**config.mk**
```make
export PLATFORM = sky130hd
export DESIGN_NAME = address_arithmetic_units
export DESIGN_NICKNAME = d
export VERILOG_FILES = /design/src/pkg/address_units_pkg.sv /design/src/hw/address_arithmetic_units.sv /design/src/hw/data_address_unit.sv
export SDC_FILE = /design/constraint.sdc
export NUM_CORES = 1
export LEC_CHECK = 0
export BUFFER_PORTS_ARGS = -buffer_cell sky130_fd_sc_hd__buf_4
export CAP_MARGIN = 20
export CORE_MARGIN = 2
export CORE_UTILIZATION = 40
export CTS_BUF_LIST = sky130_fd_sc_hd__clkbuf_8
export DETAILED_ROUTE_END_ITERATION = 10
export PLACE_DENSITY_LB_ADDON = 0.1
export SETUP_SLACK_MARGIN = 0.3
export SLEW_MARGIN = 10
export SYNTH_ARGS = -nofsm -noshare
export SYNTH_HDL_FRONTEND = slang
export SYNTH_SLANG_ARGS = --single-unit
```
**constraint.sdc**
```tcl
create_clock -name sys_clk_i -period 3.7 [get_ports sys_clk_i]
set_clock_uncertainty 0.2 [all_clocks]
set_input_delay 0 -clock sys_clk_i [delete_from_list [all_inputs] [get_ports sys_clk_i]]
set_output_delay 0 -clock sys_clk_i [all_outputs]
set_load 0.005 [all_outputs]
```
**src/pkg/address_units_pkg.sv**
```systemverilog
// Purpose: Shared constants, types and decoders for the address arithmetic units
// Assumes: One core clock, synchronous active-high reset
// Notes:   Register selectors cover both program-side and data-side registers
package address_units_pkg;

  // ----------------------------------------------------------------
  // Widths and reset values
  // ----------------------------------------------------------------
  localparam int          PC_W          = 16;
  localparam int          OFS_W         = 12;
  localparam int          PAGE_LSB      = 12;
  localparam int          BUS_W         = 16;
  localparam int          DATA_W_WIDE   = 16;
  localparam int          DATA_W_NARROW = 9;
  localparam int          CURSOR_CNT    = 4;
  localparam logic [15:0] PC_RST        = 16'h0000;
  localparam logic [15:0] PTR_RST       = 16'h0000;
  localparam logic [11:0] OFS_RST       = 12'h000;
  localparam logic [15:0] RING_END_RST  = 16'h0000;
  localparam logic [15:0] PC_ONE        = 16'h0001;
  localparam logic [11:0] TBL_ONE       = 12'h001;

  // ----------------------------------------------------------------
  // Command encodings
  // ----------------------------------------------------------------
  typedef enum logic [2:0] {
    PC_HOLD     = 3'b000,
    PC_STEP     = 3'b001,
    PC_JUMP     = 3'b011,
    PC_CALL     = 3'b010,
    PC_RETURN   = 3'b110,
    PC_IRETURN  = 3'b111,
    PC_JUMP_TBL = 3'b101,
    PC_CALL_TBL = 3'b100
  } pc_src_t;

  typedef enum logic [1:0] {
    TBL_KEEP = 2'b00,
    TBL_INC  = 2'b01,
    TBL_OFS  = 2'b10
  } tbl_mod_t;

  typedef enum logic [2:0] {
    STEP_ZERO = 3'b000,
    STEP_INC  = 3'b001,
    STEP_DEC  = 3'b010,
    STEP_TWO  = 3'b011,
    STEP_J    = 3'b100,
    STEP_K    = 3'b101
  } step_t;

  typedef enum logic [3:0] {
    REG_CALL_LINK  = 4'h0,
    REG_SHADOW     = 4'h1,
    REG_TABLE      = 4'h2,
    REG_OFFSET     = 4'h3,
    REG_CURSOR0    = 4'h4,
    REG_CURSOR1    = 4'h5,
    REG_CURSOR2    = 4'h6,
    REG_CURSOR3    = 4'h7,
    REG_RING_START = 4'h8,
    REG_RING_END   = 4'h9,
    REG_STEP_J     = 4'ha,
    REG_STEP_K     = 4'hb
  } reg_id_t;

  // ----------------------------------------------------------------
  // Carriers
  // ----------------------------------------------------------------
  typedef struct packed {
    logic        wr_en;
    logic        rd_en;
    reg_id_t     id;
    logic [15:0] data;
  } reg_xfer_t;

  typedef struct packed {
    pc_src_t     src;
    logic [15:0] target;
    tbl_mod_t    tbl_mod;
  } prog_cmd_t;

  typedef struct packed {
    logic        access;
    logic [1:0]  cursor;
    step_t       step;
  } data_cmd_t;

  typedef struct packed {
    logic        valid;
    logic [15:0] data;
  } rd_resp_t;

  // Data-side selector decode
  function automatic logic is_data_reg(input reg_id_t id);
    is_data_reg = (id >= REG_CURSOR0) && (id <= REG_STEP_K);
  endfunction : is_data_reg

endpackage : address_units_pkg

```
**src/hw/address_arithmetic_units.sv**
```systemverilog
// Purpose: Program and data address generation for the signal processor core
// Assumes: Commands, register transfers and ISR flag come from core logic
// Notes:   Register reads answer one cycle after the request
`timescale 1ns/100ps

module address_arithmetic_units #(
  parameter int DW = address_units_pkg::DATA_W_WIDE
) (
  input  wire logic                         sys_clk_i,
  input  wire logic                         sys_rst_i,
  input  wire logic                         isr_active_i,
  input  wire address_units_pkg::prog_cmd_t prog_cmd_i,
  input  wire address_units_pkg::data_cmd_t data_cmd_i,
  input  wire address_units_pkg::reg_xfer_t xfer_i,
  output logic [15:0]                       pc_o,
  output logic [15:0]                       table_addr_o,
  output logic [15:0]                       call_link_o,
  output logic [15:0]                       isr_shadow_address_o,
  output logic [3:0][DW-1:0]                data_memory_cursors_o,
  output logic [DW-1:0]                     ring_end_o,
  output address_units_pkg::rd_resp_t       rd_resp_o,
  output logic                              prng_reset_o
);

  // ----------------------------------------------------------------
  // Program address unit state
  // ----------------------------------------------------------------
  logic [15:0] pc_reg;
  logic [15:0] pc_next;
  logic        pc_load;
  logic [15:0] call_link_reg;
  logic [15:0] isr_shadow_address_reg;
  logic [15:0] table_cursor_reg;
  logic [11:0] offset_reg;
  logic [11:0] tbl_low_sum;
  logic [15:0] return_addr;
  logic        is_call;
  logic        shadow_wr;
  logic        link_wr;
  logic        table_wr;
  logic        prng_reset_reg;
  logic [15:0] prog_rd_value;
  logic [15:0] data_rd_value;
  address_units_pkg::rd_resp_t rd_resp_reg;

  // Return address is the word after the call
  assign return_addr = pc_reg + address_units_pkg::PC_ONE;
  assign is_call     = (prog_cmd_i.src == address_units_pkg::PC_CALL)
                       || (prog_cmd_i.src == address_units_pkg::PC_CALL_TBL);
  assign shadow_wr   = xfer_i.wr_en && (xfer_i.id == address_units_pkg::REG_SHADOW);

  // Register load strobes
  assign link_wr     = xfer_i.wr_en && (xfer_i.id == address_units_pkg::REG_CALL_LINK);
  assign table_wr    = xfer_i.wr_en && (xfer_i.id == address_units_pkg::REG_TABLE);

  // PC source select
  always_comb begin
    pc_next = pc_reg;
    pc_load = 1'b1;
    unique case (prog_cmd_i.src)
      address_units_pkg::PC_HOLD: begin
        pc_load = 1'b0;
      end
      address_units_pkg::PC_STEP:     pc_next = return_addr;
      address_units_pkg::PC_JUMP:     pc_next = prog_cmd_i.target;
      address_units_pkg::PC_CALL:     pc_next = prog_cmd_i.target;
      address_units_pkg::PC_RETURN:   pc_next = call_link_reg;
      address_units_pkg::PC_IRETURN:  pc_next = isr_shadow_address_reg;
      address_units_pkg::PC_JUMP_TBL: pc_next = table_cursor_reg;
      address_units_pkg::PC_CALL_TBL: pc_next = table_cursor_reg;
      default: ;
    endcase
  end

  // Program counter
  always_ff @(posedge sys_clk_i) begin
    if (sys_rst_i) begin
      pc_reg <= address_units_pkg::PC_RST;
    end else if (pc_load) begin
      pc_reg <= pc_next;
    end
  end

  // Call link: a call outranks a same-cycle load
  always_ff @(posedge sys_clk_i) begin
    if (sys_rst_i) begin
      call_link_reg <= address_units_pkg::PTR_RST;
    end else if (is_call) begin
      call_link_reg <= return_addr;
    end else if (link_wr) begin
      call_link_reg <= xfer_i.data;
    end
  end

  // Shadow: tracks PC outside service, writable only inside service
  always_ff @(posedge sys_clk_i) begin
    if (sys_rst_i) begin
      isr_shadow_address_reg <= address_units_pkg::PTR_RST;
    end else if (!isr_active_i && pc_load) begin
      isr_shadow_address_reg <= pc_next;
    end else if (isr_active_i && shadow_wr) begin
      isr_shadow_address_reg <= xfer_i.data;
    end
  end

  // PRNG reset pulse on a shadow write outside service
  always_ff @(posedge sys_clk_i) begin
    if (sys_rst_i) begin
      prng_reset_reg <= 1'b0;
    end else begin
      prng_reset_reg <= shadow_wr && !isr_active_i;
    end
  end

  // ----------------------------------------------------------------
  // Table cursor and offset
  // ----------------------------------------------------------------
  // 12-bit adder: only the in-page bits move
  assign tbl_low_sum = table_cursor_reg[address_units_pkg::PAGE_LSB-1:0]
                     + ((prog_cmd_i.tbl_mod == address_units_pkg::TBL_OFS) ? offset_reg
                                                                          : address_units_pkg::TBL_ONE);

  // Load outranks post-modification of the table cursor
  always_ff @(posedge sys_clk_i) begin
    if (sys_rst_i) begin
      table_cursor_reg <= address_units_pkg::PTR_RST;
    end else if (table_wr) begin
      table_cursor_reg <= xfer_i.data;
    end else if (prog_cmd_i.tbl_mod != address_units_pkg::TBL_KEEP) begin
      table_cursor_reg <= {table_cursor_reg[15:address_units_pkg::PAGE_LSB], tbl_low_sum};
    end
  end

  // Offset register keeps the low 12 bits of a load
  always_ff @(posedge sys_clk_i) begin
    if (sys_rst_i) begin
      offset_reg <= address_units_pkg::OFS_RST;
    end else if (xfer_i.wr_en && xfer_i.id == address_units_pkg::REG_OFFSET) begin
      offset_reg <= xfer_i.data[address_units_pkg::OFS_W-1:0];
    end
  end

  // ----------------------------------------------------------------
  // Data address unit
  // ----------------------------------------------------------------
  data_address_unit #(
    .DW (DW)
  ) u_data_address_unit (
    .sys_clk_i  (sys_clk_i),
    .sys_rst_i  (sys_rst_i),
    .cmd_i      (data_cmd_i),
    .xfer_i     (xfer_i),
    .cursor_o   (data_memory_cursors_o),
    .ring_end_o (ring_end_o),
    .rd_value_o (data_rd_value)
  );

  // ----------------------------------------------------------------
  // Register read path
  // ----------------------------------------------------------------
  always_comb begin
    prog_rd_value = 16'h0000;
    unique case (xfer_i.id)
      address_units_pkg::REG_CALL_LINK: prog_rd_value = call_link_reg;
      address_units_pkg::REG_SHADOW:    prog_rd_value = isr_shadow_address_reg;
      address_units_pkg::REG_TABLE:     prog_rd_value = table_cursor_reg;
      address_units_pkg::REG_OFFSET:    prog_rd_value = 16'(signed'(offset_reg));
      default: ;
    endcase
  end

  // Read answer one cycle after the request
  always_ff @(posedge sys_clk_i) begin
    if (sys_rst_i) begin
      rd_resp_reg <= '0;
    end else begin
      rd_resp_reg.valid <= xfer_i.rd_en;
      if (xfer_i.rd_en) begin
        rd_resp_reg.data <= address_units_pkg::is_data_reg(xfer_i.id) ? data_rd_value
                                                                       : prog_rd_value;
      end
    end
  end

  // Outputs straight from flops; pointer outputs are pre-modification values
  assign pc_o                 = pc_reg;
  assign table_addr_o         = table_cursor_reg;
  assign call_link_o          = call_link_reg;
  assign isr_shadow_address_o = isr_shadow_address_reg;
  assign rd_resp_o            = rd_resp_reg;
  assign prng_reset_o         = prng_reset_reg;
endmodule : address_arithmetic_units

```
**src/hw/data_address_unit.sv**
```systemverilog
// Purpose: Data memory cursors, step registers and ring bounds
// Assumes: Commands come from logic on the same clock
// Notes:   Cursor outputs are the flops; the read value is combinational
`timescale 1ns/100ps
module data_address_unit #(
  parameter int DW = address_units_pkg::DATA_W_WIDE
) (
  input  wire logic                         sys_clk_i,
  input  wire logic                         sys_rst_i,
  input  wire address_units_pkg::data_cmd_t cmd_i,
  input  wire address_units_pkg::reg_xfer_t xfer_i,
  output logic [3:0][DW-1:0]                cursor_o,
  output logic [DW-1:0]                     ring_end_o,
  output logic [15:0]                       rd_value_o
);

  localparam logic [DW-1:0] ONE  = DW'(1);
  localparam logic [DW-1:0] TWO  = DW'(2);
  localparam logic [DW-1:0] ZERO = '0;

  logic [3:0][DW-1:0] cursor_reg;
  logic [DW-1:0]      ring_start_reg;
  logic [DW-1:0]      ring_end_reg;
  logic [DW-1:0]      step_j_reg;
  logic [DW-1:0]      step_k_reg;
  logic [DW-1:0]      step_val;
  logic [DW-1:0]      sel_cursor;
  logic               wrap;

  // ----------------------------------------------------------------
  // Post-modification amount and ring wrap
  // ----------------------------------------------------------------
  always_comb begin
    unique case (cmd_i.step)
      address_units_pkg::STEP_INC: step_val = ONE;
      address_units_pkg::STEP_DEC: step_val = '1;
      address_units_pkg::STEP_TWO: step_val = TWO;
      address_units_pkg::STEP_J:   step_val = step_j_reg;
      address_units_pkg::STEP_K:   step_val = step_k_reg;
      default:                     step_val = ZERO;
    endcase
  end

  // Wrap on last ring entry with unit increment, never when end is zero
  assign sel_cursor = cursor_reg[cmd_i.cursor];
  assign wrap = (ring_end_reg != ZERO) && (sel_cursor == ring_end_reg)
                && (cmd_i.step == address_units_pkg::STEP_INC);

  // ----------------------------------------------------------------
  // Cursors: explicit load wins over post-modification
  // ----------------------------------------------------------------
  for (genvar g = 0; g < address_units_pkg::CURSOR_CNT; g++) begin : g_cursor
    always_ff @(posedge sys_clk_i) begin
      if (sys_rst_i) begin
        cursor_reg[g] <= ZERO;
      end else if (xfer_i.wr_en && xfer_i.id == address_units_pkg::reg_id_t'(4 + g)) begin
        cursor_reg[g] <= xfer_i.data[DW-1:0];
      end else if (cmd_i.access && cmd_i.cursor == 2'(g)) begin
        cursor_reg[g] <= wrap ? ring_start_reg : cursor_reg[g] + step_val;
      end
    end
  end

  // Ring bounds and step registers
  always_ff @(posedge sys_clk_i) begin
    if (sys_rst_i) begin
      ring_start_reg <= ZERO;
      ring_end_reg   <= address_units_pkg::RING_END_RST[DW-1:0];
      step_j_reg     <= ZERO;
      step_k_reg     <= ZERO;
    end else if (xfer_i.wr_en) begin
      unique case (xfer_i.id)
        address_units_pkg::REG_RING_START: ring_start_reg <= xfer_i.data[DW-1:0];
        address_units_pkg::REG_RING_END:   ring_end_reg   <= xfer_i.data[DW-1:0];
        address_units_pkg::REG_STEP_J:     step_j_reg     <= xfer_i.data[DW-1:0];
        address_units_pkg::REG_STEP_K:     step_k_reg     <= xfer_i.data[DW-1:0];
        default: ;
      endcase
    end
  end

  // Read mux: steps sign-extend, addresses zero-extend
  always_comb begin
    rd_value_o = 16'h0000;
    unique case (xfer_i.id)
      address_units_pkg::REG_CURSOR0:    rd_value_o = 16'(cursor_reg[0]);
      address_units_pkg::REG_CURSOR1:    rd_value_o = 16'(cursor_reg[1]);
      address_units_pkg::REG_CURSOR2:    rd_value_o = 16'(cursor_reg[2]);
      address_units_pkg::REG_CURSOR3:    rd_value_o = 16'(cursor_reg[3]);
      address_units_pkg::REG_RING_START: rd_value_o = 16'(ring_start_reg);
      address_units_pkg::REG_RING_END:   rd_value_o = 16'(ring_end_reg);
      address_units_pkg::REG_STEP_J:     rd_value_o = 16'(signed'(step_j_reg));
      address_units_pkg::REG_STEP_K:     rd_value_o = 16'(signed'(step_k_reg));
      default: ;
    endcase
  end

  assign cursor_o   = cursor_reg;
  assign ring_end_o = ring_end_reg;
endmodule : data_address_unit

```
# Word level (Yosys, flattened, before mapping)
# Cells that the tools add are included.
[totals]
output_inout_bits = 162
elab_cells = 119
register_bits = 222
inputBits = 52
[op_classes]
n_reduce_logical = 38
n_addsub = 6
n_mux = 27
n_eq_ne = 28
n_lt_le_gt_ge = 3
[op_table]
columns = ["op", "n"]
rows = [
  ["16-bit two-way mux", 19],
  ["16-bit one-hot mux with 5 select lines", 2],
  ["16-bit one-hot mux with 8 select lines", 1],
  ["16-bit adder", 4],
  ["16-bit one-hot mux with 4 select lines", 1],
  ["16-bit binary-select mux with 2-bit select", 1],
  ["12-bit two-way mux", 2],
  ["3-bit == test, second input constant", 6],
  ["1-bit logical AND", 18],
  ["16-bit by 1-bit adder with 16-bit output, second input constant", 1],
  ["16-bit == test", 1],
  ["4-bit by 3-bit == test with 1-bit output, second input constant", 4],
  ["4-bit == test, second input constant", 4],
  ["16-bit nonzero test", 1],
  ["2-bit nonzero test", 8],
  ["12-bit adder", 1],
  ["3-bit by 2-bit == test with 1-bit output, second input constant", 4],
  ["4-bit by 2-bit == test with 1-bit output, second input constant", 2],
  ["2-bit AND reduction", 4],
  ["2-bit == test, second input constant", 3],
  ["3-bit by 1-bit == test with 1-bit output, second input constant", 2],
  ["4-bit by 1-bit == test with 1-bit output, second input constant", 1],
  ["4-bit by 3-bit >= comparator with 1-bit output, second input constant", 1],
  ["4-bit less-or-equal comparator, second input constant", 1],
  ["9 further kinds", 10],
]

# Longest topological paths before layout
[logic_depth]
depth_word = 8
mapped_depth = 19
depth_no_buf = 17

# By module
# A second synthesis with hierarchy kept.
[unflattened]
cells_unflattened = 2099
area_unflattened_um2 = 16199.3
[modules_own_cells]
columns = ["mod", "instances", "seq_area_each_um2", "cells_each", "area_each_um2"]
rows = [
  ["data_address_unit", 1, 2562.5, 1385, 10416.2],
  ["address_arithmetic_units", 1, 1881.8, 714, 5783.0],
]

# Worst setup path before layout
# OpenSTA, ideal clock, no wires.
[synth_path]
kind = "input -> register"
from = "in data_cmd_i[2] in the netlist's numbering"
to = "reg u_data_address_unit.cursor_reg (netlist bit u_data_address_unit.cursor_o[14])"
stages = 19
setup_slack_ns = -0.250
t_arrival_ns = 3.632
n_path_buf = 2
cell_sequence = "inv_1 ha_1 buf_2 or3b_1 o211ai_2 buf_4 xor2_1 ha_1 a21oi_1 o21bai_1 a41o_1 or4_4 a21oi_2 a31oi_1 maj3_2 a21o_1 a311oi_2 xor2_1 o21ai_1"
[synth_via]
elab_chain_cells = 6
word_cells_on_any_way = 11
cone_classes = "1 x add/sub; 5 x eq/ne; 4 x mux; 1 x reduce/logical"
[synth_rtl]
columns = ["element", "line", "rtl"]
rows = [
  ["start: declaration", "address_arithmetic_units.sv:13", "input wire address_units_pkg::data_cmd_t data_cmd_i,"],
  ["3-bit == test, or another cell as far along", "data_address_unit.sv:34", "unique case (cmd_i.step)"],
  ["16-bit one-hot mux with 5 select lines", "data_address_unit.sv:34", ""],
  ["16-bit adder", "data_address_unit.sv:59", "cursor_reg[g] <= wrap ? ring_start_reg : cursor_reg[g] + step_val;"],
  ["16-bit two-way mux *", "data_address_unit.sv:59", ""],
  ["16-bit two-way mux *", "data_address_unit.sv:58", "end else if (cmd_i.access && cmd_i.cursor == 2'(g)) begin"],
  ["16-bit two-way mux *", "data_address_unit.sv:56", "end else if (xfer_i.wr_en && xfer_i.id == address_units_pkg::reg_id_t'(4 + g)) begin"],
  ["end signal: indexed assignment", "data_address_unit.sv:57", "cursor_reg[g] <= xfer_i.data[DW-1:0];"],
  ["end signal: indexed assignment", "data_address_unit.sv:59", ""],
  ["end: declaration", "data_address_unit.sv:21", "logic [3:0][DW-1:0] cursor_reg;"],
]
# Mark *: on every way between the ends. The rest lies on a longest branch, timed or not. The select of a mux whose other input is x is not followed.
# A chain may end at the register's enable or synchronous reset.

# Worst setup path in the final report
[layout_path]
from = "reg u_data_address_unit.step_j_reg[2]"
to = "reg u_data_address_unit.cursor_reg (netlist bit u_data_address_unit.cursor_o[14])"
[layout_via]
elab_chain_cells = 5
[layout_rtl]
columns = ["element", "line", "rtl"]
rows = [
  ["start: declaration", "data_address_unit.sv:24", "logic [DW-1:0] step_j_reg;"],
  ["start signal: assignment", "data_address_unit.sv:75", "address_units_pkg::REG_STEP_J: step_j_reg <= xfer_i.data[DW-1:0];"],
  ["16-bit one-hot mux with 5 select lines", "data_address_unit.sv:34", ""],
  ["16-bit adder", "data_address_unit.sv:59", ""],
  ["16-bit two-way mux", "data_address_unit.sv:59", ""],
  ["16-bit two-way mux", "data_address_unit.sv:58", ""],
  ["16-bit two-way mux", "data_address_unit.sv:56", ""],
]
# No other way between the ends. The select of a mux whose other input is x is not followed.

==> flow_metrics.py <==
metrics = {
    "status": {
        "outcome": "complete, no violations",
    },
    "routing": {
        "drc": 0,
        "initialDrtViolationCount": 1749,
        "viasPerCell": 6.02,
        "dr.pass1.iters": 5,
        "vias": 17500,
        "antenna_left": 0,
        "routed_wirelength_um": 66400,
        "wire_per_inst_um": 22.8,
    },
    "setup_path": {
        "crit_family": "compound AO/OA/AOI/OAI gates",
        "cp_cell_sequence": "mux2_4 -> a21oi_4 -> nor2_4 -> ha_4 -> a21oi_2 -> o21bai_1 -> a41o_1 -> or4_4 -> a21oi_4 -> a31oi_2 -> maj3_2 -> a21o_1 -> a311oi_2 -> xor2_1 -> o21ai_1",
        "crit_slowest_cell": "or4_4",
        "critPathBufInv": 0,
        "crit_top_cell": "a21oi_4",
        "setup.worst_path.end_class": "flip-flop",
        "worstSetupStartpointType": "flip-flop",
        "rr_startpoint": "u_data_address_unit.step_j_reg[2]$_SDFFE_PP0P_",
        "path_max_fanout": 3,
        "critPathKind": "reg2reg",
        "cp_data_arrival_time_ns": 3.91,
        "cp.required_ns": 4.00,
        "regToRegSetupSlack_ns": 0.08,
        "worstSetupStartpoint": "u_data_address_unit.step_j_reg[2]$_SDFFE_PP0P_",
        "worst_path_largest_cell_delay_ns": 0.52,
    },
    "clock_network": {
        "tritoncts.num_buffers": 43,
        "cts_tree": "yes",
        "clockBufferDepth": 3,
        "clock_sinks": 222,
        "clk-insertion-delay-late_ns": 0.61,
        "path_clk_slew_ns": 0.06,
        "clockRootBuffer": "clkbuf_8",
        "htreeDepth": 2,
    },
    "timing": {
        "timing.fmax_mhz": 277,
        "finalCritPeriodShare_pct": 97.7,
        "hold_violations": 0,
        "min_period_ns": 3.62,
        "rsz0062_at_grt": "true",
        "setup_viol": 0,
        "tightest_slew_ns": 1.12,
        "slew_violations": 0,
        "timing.slew.headroom_pct": 25.4,
        "setup_tns_ns": 0,
        "hold_ws_ns": 0.0497,
    },
    "layout": {
        "seq_area_um2": 4450,
        "area_growth_pct": 33.5,
        "drive_gt1_share_pct": 25.2,
        "multi_input_area_um2": 10900,
        "largest_reg_flops": 64,
        "fin_area_um2": 20800,
        "nets": 2480,
        "fillers": 3742,
        "finalNonFillerCells": 2912,
    },
    "floorplan": {
        "dieHeight_um": 201,
        "initial_core_util_pct": 40.4,
        "die-area_um2": 40500,
        "num_rows": 72,
        "ios": 214,
        "coreArea_um2": 38500,
        "chipWidth_um": 201,
    },
    "logic_synthesis": {
        "ys_top_cells_by_count": "nand2_1, dfxtp_1, nor2_1, a21oi_1, clkbuf_1",
        "synth_seq_cells": 222,
        "post_synth.cell_area_avg_um2": 7.63,
        "post-synth-top-area-fraction_pct": 28.6,
        "yosysMostFrequentCell": "nand2_1",
        "netlist_area_um2": 15600,
        "synth_area_leader_cell": "dfxtp_1",
        "ys_types": 75,
        "yosysSeqAreaShare_pct": 28.6,
        "syn-num-nets": 2160,
        "async_flop_share_pct": 0,
        "synth_top_cells_by_area": "dfxtp_1, a21oi_1, nand2_1, ha_1, nor2_1",
        "ys.flop_type": "dfxtp_1",
        "synth_edf_count": 0,
        "yosys_warnings": 0,
        "synthCells": 2039,
    },
    "place": {
        "dp.cells": 2743,
        "dpl.hpwl_um": 48800,
        "portBuffers": 213,
        "place_area_um2": 18300,
        "gp_congestion": 0.976,
    },
    "run": {
        "cap_violations": 0,
    },
    "pwr": {
        "power.leakage_nw": 8.61,
        "worst_ir_drop_vdd_v": 0.000211,
        "p_per_area_nw_per_um2": 329,
        "power.total_mw": 6.82,
    },
    "global_route": {
        "grt_overflow": 0,
        "grt.total_usage_pct": 31.5,
        "grt_pass1_wl_um": 99600,
        "grt_antenna_before_repair": 1,
        "grt_max_degree": 92,
        "grt_pass1_vias": 16400,
    },
    "min_path": {
        "min-delay-start": "prog_cmd_i[20]",
        "min_path_type": "in2reg",
    },
}
cells in the final DEF, fill, tap and decap left out, drive strengths merged, types with 9 or more instances in the layout:
| cell | instances |
|---|---|
| nor3 | 66 |
| mux4 | 33 |
| a31oi | 9 |
| and2 | 27 |
| a211oi | 93 |
| maj3 | 12 |
| nor2b | 31 |
| nand2 | 275 |
| nand4 | 25 |
| a21o | 19 |
| mux2 | 14 |
| inv | 51 |
| a22oi | 79 |
| ha | 68 |
| xor2 | 41 |
| a221oi | 22 |
| o21ai | 68 |
| mux2i | 22 |
| o21a | 9 |
| buf | 379 |
| nor2 | 214 |
| nand3 | 41 |
| o211ai | 15 |
| a21oi | 211 |
| clkbuf | 53 |
| a311oi | 9 |
| o31ai | 13 |
| and3 | 22 |
| dlygate4sd3 | 73 |
| nor4 | 21 |
| dfxtp | 222 |
| xnor2 | 58 |
| clkinv | 10 |
worst min-delay path, delay by kind of cell:
family	cells	cell delay [ns]
compound gates	3	0.39
buf+inv	1	0.31
simple gates	1	0.07
per-layer routing:
| metal | GRT usage (%) | up-vias | routed length [µm] |
|---|---|---|---|
| li1 | - | 8035 | - |
| met1 | 42.9 | 8478 | 28900 |
| met2 | 49.7 | 818 | 30100 |
| met3 | 5.22 | 190 | 4610 |
| met4 | 13.0 | 0 | 2850 |
| met5 | 0 | - | 0 |
cell families after synthesis:
group / after synthesis / share of synthesized area (%)
and+or+nand+nor: 763 / 22.3
AOI/OAI and AO/OA: 587 / 24.5
DFF: 222 / 28.6
buffers and inverters: 218 / 5.45
xor gates and xnor gates: 99 / 5.58
adders and majority gates: 81 / 6.38
muxes: 69 / 7.21
power by group:
part	leakage [nW]	internal, mW	switching [mW]
registers	1.81	2.49	0.121
clock network	0.532	1.59	1.20
logic	6.27	0.638	0.783
path summary, 6_finish.rpt:
path,cells past startpoint,end
setup / recovery,15,u_data_address_unit.cursor_o[14]$_SDFFE_PP0P_
hold / removal,5,pc_o[3]$_SDFFE_PP0P_
setup reg to reg,15,u_data_address_unit.cursor_o[14]$_SDFFE_PP0P_
hold reg to reg,2,u_data_address_unit.step_k_reg[3]$_SDFFE_PP0P_
final cells by class:
cell class	count	share of cell area, %
timing repair buffer	452	17.7
multi-input combinational	1599	52.3
tap	518	3.12
antenna	2	0.0241
inverter	41	0.802
sequential	222	21.5
clock inverter	25	1.11
clock buffer	53	3.51
stage by stage:
stage	util [%]	setup slack [ns]
6_report	54.0	0.0848
5_1_grt	54.0	-0.0606
4_1_cts	52.8	0.0677
3_5_place_dp	47.7	-0.264
3_3_place_gp	47.7	-0.224
2_1_floorplan	-	-0.146
what timing repair did:
action | CTS | global route
hold endpoints to repair | 222 | 0
endpoints found under the setup margin | 26 | 63
pin swaps | 23 | 56
hold buffers | 75 | 0
buffers inserted | 7 | 7
resized for setup | 35 | 85
Power figures use the tool's default switching activity.
